**config.mk**
```make
export PLATFORM = sky130hd
export DESIGN_NAME = rotate_unit
export DESIGN_NICKNAME = d
export VERILOG_FILES = /design/src/reg_file_mem.v /design/src/rotate_unit.v
export VERILOG_INCLUDE_DIRS = /design/src /design/src/src
export SDC_FILE = /design/constraint.sdc
export NUM_CORES = 2
export LEC_CHECK = 0
export ABC_AREA = 0
export BUFFER_PORTS_ARGS = -buffer_cell sky130_fd_sc_hd__buf_2
export CAP_MARGIN = 10
export CELL_PAD_IN_SITES_DETAIL_PLACEMENT = 2
export CELL_PAD_IN_SITES_GLOBAL_PLACEMENT = 2
export CORE_ASPECT_RATIO = 1.2
export CORE_UTILIZATION = 44
export CTS_CLUSTER_DIAMETER = 150
export DETAILED_ROUTE_END_ITERATION = 8
export PLACE_DENSITY = 0.77
export SLEW_MARGIN = 10
export SYNTH_ARGS = -nofsm -noshare
export SYNTH_HDL_FRONTEND = slang
export SYNTH_SLANG_ARGS = --single-unit
```
**constraint.sdc**
```tcl
create_clock -name i_sys_clk -period 11.7 [get_ports i_sys_clk]
set_input_delay 0.585 -clock i_sys_clk [delete_from_list [all_inputs] [get_ports i_sys_clk]]
set_output_delay 0.585 -clock i_sys_clk [all_outputs]
set_load 0.005 [all_outputs]
```
**src/rot_unit_consts.vh**
```
// constants for the rotate and bank select execution unit
`ifndef ROT_UNIT_CONSTS_VH
`define ROT_UNIT_CONSTS_VH
`define OPC_RLC_DIR 8'h10
`define OPC_RLC_IND 8'h11
`define OPC_RR_DIR 8'hE0
`define OPC_RR_IND 8'hE1
`define OPC_RRC_DIR 8'hC0
`define OPC_RRC_IND 8'hC1
`define OPC_SEL_LOW_BANK 8'h4F
`define FLG_C 7
`define FLG_Z 6
`define FLG_S 5
`define FLG_V 4
`define FLG_D 3
`define FLG_H 2
`define FLG_BANK 0
`define FLAGS_RST 8'h00
`define ROT_CYCLES 3'h4
`define SEL_BANK_CYCLES 3'h4
`endif

```
**src/reg_file_mem.v**
```verilog
// 256 x 8 register file with registered read data
`timescale 1ns/1ps
`default_nettype none
module reg_file_mem (
  input wire i_sys_clk,
  input wire [7:0] i_rd_addr,
  output reg [7:0] o_rd_data,
  input wire i_we,
  input wire [7:0] i_wr_addr,
  input wire [7:0] i_wr_data
);
  reg [7:0] mem [0:255];
  always @(posedge i_sys_clk) begin
    if (i_we) begin
      mem[i_wr_addr] <= i_wr_data;
    end
    o_rd_data <= mem[i_rd_addr];
  end
endmodule
`default_nettype wire

```
**src/rotate_unit.v**
```verilog
// rotate through carry, plain rotate right and low bank select execution unit
`timescale 1ns/1ps
`default_nettype none
`include "rot_unit_consts.vh"
// Behaviour
// - left rotate: carry into bit0, bit7 out
// - left via carry: opcodes 10/11, 4 cycles
// - plain right: bit0 to bit7 and carry
// - plain right: opcodes E0/E1, 4 cycles
// - right via carry: carry in bit7
// - right via carry: opcodes C0/C1, 4 cycles
// - zero flag set when result zero
// - sign is result bit7; D,H kept
// - overflow when bit7 changed by rotation
// - low bank select clears flags bit0
// - bank select: 4F, 4 cycles, flags 7:1 kept
module rotate_unit (
  input wire i_sys_clk,
  input wire i_reset,
  input wire i_start,
  input wire [7:0] i_opcode,
  input wire [7:0] i_operand,
  input wire i_flags_we,
  input wire [7:0] i_flags_wdata,
  input wire i_host_we,
  input wire [7:0] i_host_addr,
  input wire [7:0] i_host_wdata,
  output wire [7:0] o_host_rdata,
  output reg [7:0] o_flags,
  output reg o_busy,
  output reg o_done,
  output reg o_bad_opcode,
  output reg [7:0] o_result
);
  localparam ST_IDLE = 2'h0;
  localparam ST_RUN = 2'h1;

  localparam K_NONE = 2'h0;
  localparam K_RLC = 2'h1;
  localparam K_RR = 2'h2;
  localparam K_RRC = 2'h3;

  reg [1:0] state_r;
  reg [1:0] state_nxt;
  reg [2:0] cnt_r;
  reg [1:0] kind_r;
  reg ind_r;
  reg bank_op_r;
  reg [7:0] opnd_r;
  reg [7:0] dst_r;
  reg [7:0] core_rd_addr;
  reg core_we;
  reg [8:0] rot;
  reg [7:0] flags_nxt;
  wire [7:0] rd_data;
  wire [7:0] mem_rd_addr;
  wire mem_we;
  wire [7:0] mem_wr_addr;
  wire [7:0] mem_wr_data;

  // decode: kind of rotate, 0 when not a rotate opcode
  function [1:0] rot_kind;
    input [7:0] opc;
    begin
      case (opc)
        `OPC_RLC_DIR, `OPC_RLC_IND: rot_kind = K_RLC;
        `OPC_RR_DIR, `OPC_RR_IND: rot_kind = K_RR;
        `OPC_RRC_DIR, `OPC_RRC_IND: rot_kind = K_RRC;
        default: rot_kind = K_NONE;
      endcase
    end
  endfunction

  // {carry out, result}
  function [8:0] rotate;
    input [1:0] kind;
    input [7:0] v;
    input c;
    begin
      case (kind)
        K_RLC: rotate = {v[7], v[6:0], c};
        K_RR: rotate = {v[0], v[0], v[7:1]};
        K_RRC: rotate = {v[0], c, v[7:1]};
        default: rotate = {c, v};
      endcase
    end
  endfunction

  // last run phase; each instruction class keeps its own cycle count
  function [2:0] last_phase;
    input bank;
    begin
      if (bank) begin
        last_phase = `SEL_BANK_CYCLES - 3'h1;
      end else begin
        last_phase = `ROT_CYCLES - 3'h1;
      end
    end
  endfunction

  // the direct and indirect forms differ only in the low opcode bit
  wire start_ok = (state_r == ST_IDLE) && i_start;
  wire [1:0] dec_kind = rot_kind(i_opcode);
  wire dec_bank = (i_opcode == `OPC_SEL_LOW_BANK);
  // phase 2 has the target value on the read port: result, write back and flags
  wire upd_phase = (state_r == ST_RUN) && (cnt_r == 3'h2);
  // unknown opcodes still run the full count, so timing never depends on decode
  wire run_last = (state_r == ST_RUN) && (cnt_r == last_phase(bank_op_r));

  always @* begin
    rot = rotate(kind_r, rd_data, o_flags[`FLG_C]);
  end

  // read port: phase 1 re-reads through the pointer for indirect mode
  always @* begin
    core_rd_addr = opnd_r;
    if (cnt_r == 3'h1 && ind_r) begin
      core_rd_addr = rd_data;
    end
  end

  always @* begin
    core_we = upd_phase && (kind_r != K_NONE);
  end

  // next flags: a core load between instructions, or the phase 2 update
  always @* begin
    flags_nxt = o_flags;
    if ((state_r == ST_IDLE) && !i_start && i_flags_we) begin
      // a load in mid instruction is dropped, not deferred, so it never races the update
      flags_nxt = i_flags_wdata;
    end
    if (upd_phase) begin
      if (kind_r != K_NONE) begin
        flags_nxt[`FLG_C] = rot[8];
        flags_nxt[`FLG_Z] = (rot[7:0] == 8'h00);
        flags_nxt[`FLG_S] = rot[7];
        flags_nxt[`FLG_V] = rot[7] ^ rd_data[7];
      end else if (bank_op_r) begin
        flags_nxt[`FLG_BANK] = 1'b0;
      end
    end
  end

  // host reaches the register file only while the unit is idle
  assign mem_rd_addr = (state_r == ST_RUN) ? core_rd_addr :
                       (start_ok ? i_operand : i_host_addr);
  assign mem_we = core_we | ((state_r == ST_IDLE) & i_host_we & ~i_start);
  assign mem_wr_addr = core_we ? dst_r : i_host_addr;
  assign mem_wr_data = core_we ? rot[7:0] : i_host_wdata;
  assign o_host_rdata = rd_data;

  // one read port serves host and core, so the host sees internal reads while busy
  // read data is registered, so every pointer hop costs one phase
  reg_file_mem u_mem (
    .i_sys_clk(i_sys_clk),
    .i_rd_addr(mem_rd_addr),
    .o_rd_data(rd_data),
    .i_we(mem_we),
    .i_wr_addr(mem_wr_addr),
    .i_wr_data(mem_wr_data)
  );

  always @* begin
    state_nxt = state_r;
    case (state_r)
      ST_IDLE: begin
        if (start_ok) begin
          state_nxt = ST_RUN;
        end
      end
      ST_RUN: begin
        if (run_last) begin
          state_nxt = ST_IDLE;
        end
      end
      default: state_nxt = ST_IDLE;
    endcase
  end

  // the register file is not cleared by reset; software must set it up
  always @(posedge i_sys_clk) begin
    if (i_reset) begin
      state_r <= ST_IDLE;
      cnt_r <= 3'h0;
      kind_r <= K_NONE;
      ind_r <= 1'b0;
      bank_op_r <= 1'b0;
      opnd_r <= 8'h00;
      dst_r <= 8'h00;
      o_flags <= `FLAGS_RST;
      o_busy <= 1'b0;
      o_done <= 1'b0;
      o_bad_opcode <= 1'b0;
      o_result <= 8'h00;
    end else begin
      state_r <= state_nxt;
      o_done <= 1'b0;
      if (start_ok) begin
        cnt_r <= 3'h1;
        kind_r <= dec_kind;
        ind_r <= i_opcode[0];
        bank_op_r <= dec_bank;
        opnd_r <= i_operand;
        o_busy <= 1'b1;
        o_bad_opcode <= (dec_kind == K_NONE) && !dec_bank;
      end else if (state_r == ST_RUN) begin
        cnt_r <= cnt_r + 3'h1;
        if (cnt_r == 3'h1) begin
          dst_r <= ind_r ? rd_data : opnd_r;
        end
        if (run_last) begin
          o_busy <= 1'b0;
          o_done <= 1'b1;
        end
      end
      // flags and result change only once per instruction, at phase 2
      o_flags <= flags_nxt;
      if (upd_phase && (kind_r != K_NONE)) begin
        o_result <= rot[7:0];
      end
    end
  end
endmodule
`default_nettype wire

```
==> results.yml <==
status:
  outcome: "completed"
sta:
  period_minus_slack_ns: 6.59
  finalSetupTns_ns: 0
  setup_ws_ns: 5.11
  setup_violations: 0
  final.setup_skew_ns: 0.0321
  hold_viol_final: 0
  tightest_slew_ns: 1.36
  whs_ns: 0.0695
  slew_headroom_pct: 8.45
  drv_slew: 0
  post-route-period-util_pct: 56.3
  max_freq_mhz: 152
  rsz0062_at_grt: "false"
worst_hold_path:
  hold_start: "i_flags_wdata[0]"
  hold_class: "input pin to register"
  whs_path_depth: 3
  worst_hold_path.endpoint: "o_flags[0]$_SDFF_PP0_"
floorplan:
  dieArea_mm2: 0.206
  io_pins: 72
  num_rows: 181
  start_util_pct: 44.3
  die_x_um: 415
  die_y_um: 497
  core_area_mm2: 0.203
cells_and_area:
  layout.cells.most_common_list: "2048 x edfxtp_1, 2025 x nand2_1, 632 x a21oi_1"
  drive_gt1_share_pct: 7.93
  finalNetCount: 7386
  layout_commonest_cell: "edfxtp_1"
  n_fill_cell: 19594
  syn_to_final_growth_pct: 10.9
  instances_no_fill: 10183
logic_synthesis:
  syn_nets: 7492
  synth_seq_cells: 2099
  yosysWarnings: 0
  synth_ff_type: "edfxtp_1"
  ys_async_sr_fraction_pct: 0
  yosysSeqAreaShare_pct: 69.5
  synth_edf_count: 2048
  ys_types: 66
  syn-instance-count: 7443
  synth_area_mm2: 0.0900
  syn-mean-instance-area_um2: 12.1
setup_path:
  worst_ep_required_time_ns: 12.52
  path_cells: "buf_4 -> buf_4 -> nand2_1 -> mux2i_4 -> buf_12 -> buf_12 -> o2bb2ai_1 -> a211oi_1 -> a311oi_1 -> nor4_1 -> a41oi_1 -> a221oi_1 -> nand4_1"
  setup.worst_path.class: "register to register"
  end_kind: "register"
  startpoint: "state_r[0]$_SDFFE_PP0P_"
  r2r-start: "state_r[0]$_SDFFE_PP0P_"
  crit_path_max_incr_delay_ns: 0.96
  cp_max_fo: 111
  reg2reg_to: "u_mem.o_rd_data[1]$_DFF_P_"
  critPathLaunchType: "register"
  cpMaxStageDelayCell: "a41oi_1"
  reg2regPathDepth: 13
  cp.arrival_ns: 7.41
  reg2reg_slack_ns: 5.11
clocking:
  htreeDepth: 4
  root_buffer: "clkbuf_16"
  cts_resized: 0
  path_clk_slew_ns: 0.06
  clock-sinks: 2099
  cts_buffers: 216
  clock_latency_ns: 0.91
  cts_tree: "built"
  clockBufferDepth: 3
detailed_routing:
  drt_first_pass_iters: 6
  drt_iter0_markers: 6991
  drt-total-wl_um: 364000
  vias: 67916
  routedWlPerCell_um: 35.8
  ant_nets: 0
  drc: 0
  vias_per_cell: 6.67
place:
  placed_cells: 9756
  post-place-ws_ns: 5.37
  detailed_place_hpwl_um: 221000
  port_buffers: 71
  gp_congestion: 0.882
grt:
  antenna_found_initial: 18
  grtUsageTotal_pct: 34.6
  grt_pass1_wl_um: 521000
  grt_max_degree: 188
  grt_pass1_vias: 72260
  grt-ovfl-total: 0
job:
  max_cap_violations: 0
power_and_ir_drop:
  p_leak_nw: 32.6
  cellPowerDensity_mw_per_mm2: 174
  ir_worst_vdd_v: 0.000180
  p_total_w: 0.0173
[synthesized netlist by cell type (all sizes together) (5+ instances only)]
cell        n  area, µm²
a21oi     634       3190
mux2        5       56.3
buf       303       1520
a2111oi     5       43.8
nand3     334       1670
nand4      40        250
mux4       14        315
a221oi    206       1800
o22ai       6       37.5
a21o       11       82.6
o31ai       5       37.5
a311oi    175       1530
inv        14       52.6
a22o      166       1450
o21ai      38        190
a211oi     87        653
a31oi     133        832
or2        16        100
nand2b     22        138
and2       11       68.8
o2bb2ai    24        210
nor3b       8       60.1
a22oi      44        330
a221o      19        190
mux2i      60        617
clkbuf    264        991
a41oi       8       70.1
edfxtp   2048      61500
nand2    2032       7630
nor4       32        200
dfxtp      51       1020
nor2b       7       43.8
nand3b     16        120
nor2      315       1180
a32oi      16        140
a311o       5       50.1
and3       50        313
nor3      178        891
or3         5       31.3
[layer usage]
| metal | vias to the layer above | global-route usage (%) | wire (µm) |
|---|---|---|---|
| met5 | - | 0 | 173 |
| met4 | 24 | 19.9 | 23200 |
| met3 | 934 | 5.94 | 27500 |
| met2 | 3253 | 57.3 | 177000 |
| met1 | 35930 | 42.8 | 136000 |
| li1 | 27775 | - | - |
[cell families after synthesis]
logic type | count (synthesis) | share of synthesized area (%)
adders and majority gates | 4 | 0.0556
muxes | 79 | 1.10
and+or+nand+nor | 3073 | 14.2
AOI/OAI and AO/OA | 1607 | 12.3
DFF | 2099 | 69.5
buffers and inverters | 581 | 2.85
[area by class of cell]
type / instances / area [µm²] / area share [%]
Clock buffer: 261 / 5620 / 5.63
Timing Repair Buffer: 243 / 1910 / 1.91
Clock inverter: 146 / 1270 / 1.28
Multi-Input combinational cell: 4763 / 25100 / 25.1
Antenna cell: 4 / 10.0 / 0.0100
Inverter: 14 / 52.6 / 0.0527
Sequential cell: 2099 / 62500 / 62.7
Tap cell: 2653 / 3320 / 3.33
[through the flow]
stage,utilization (%),cell area [µm²]
after global placement,45.7,92700
final,49.2,99800
after detailed placement,45.7,92700
after global routing,49.2,99800
after CTS,49.2,99700
after floorplan,-,90000
[how the worst max path moves through the flow]
stage	endpoint	depth (start not counted)
2_1_floorplan	u_mem.mem[0][2]$_DFFE_PP_	9
3_3_place_gp	u_mem.o_rd_data[6]$_DFF_P_	10
3_5_place_dp	u_mem.o_rd_data[2]$_DFF_P_	13
4_1_cts	u_mem.o_rd_data[2]$_DFF_P_	13
5_1_grt	u_mem.o_rd_data[4]$_DFF_P_	13
6_report	u_mem.o_rd_data[1]$_DFF_P_	13
[report_power, final]
| part | leakage, nW | switching [W] | total [W] | internal [W] |
|---|---|---|---|---|
| Sequential | 18.8 | 0.0000755 | 0.00834 | 0.00827 |
| Combinational | 10.4 | 0.00156 | 0.00205 | 0.000483 |
| Clock | 3.37 | 0.00312 | 0.00695 | 0.00383 |
| Total | 32.6 | 0.00476 | 0.0173 | 0.0126 |
[registers in the layout, indices dropped and copies added (netlist names)]
signal and flops:
u_mem.mem 2048, o_flags 8, state_r 1, dst_r 8
u_mem.o_rd_data 8, o_done 1, o_result 8, o_bad_opcode 1
opnd_r 8, cnt_r 3, o_busy 1, ind_r 1
bank_op_r 1, kind_r 2
[critical path, delay by kind of cell, from the launching register on]
kind            cells  cell delay [ns]
compound gates      5             1.82
mux                 1             0.26
simple gates        3             0.55
buf+inv             4             2.60
flops               1             0.81
[what timing repair did]
action,in CTS,in global routing
endpoints found under the hold margin,14,0
setup buffers,0,0
hold buffers,14,0
No activity file was read; power rests on OpenSTA's default activity.
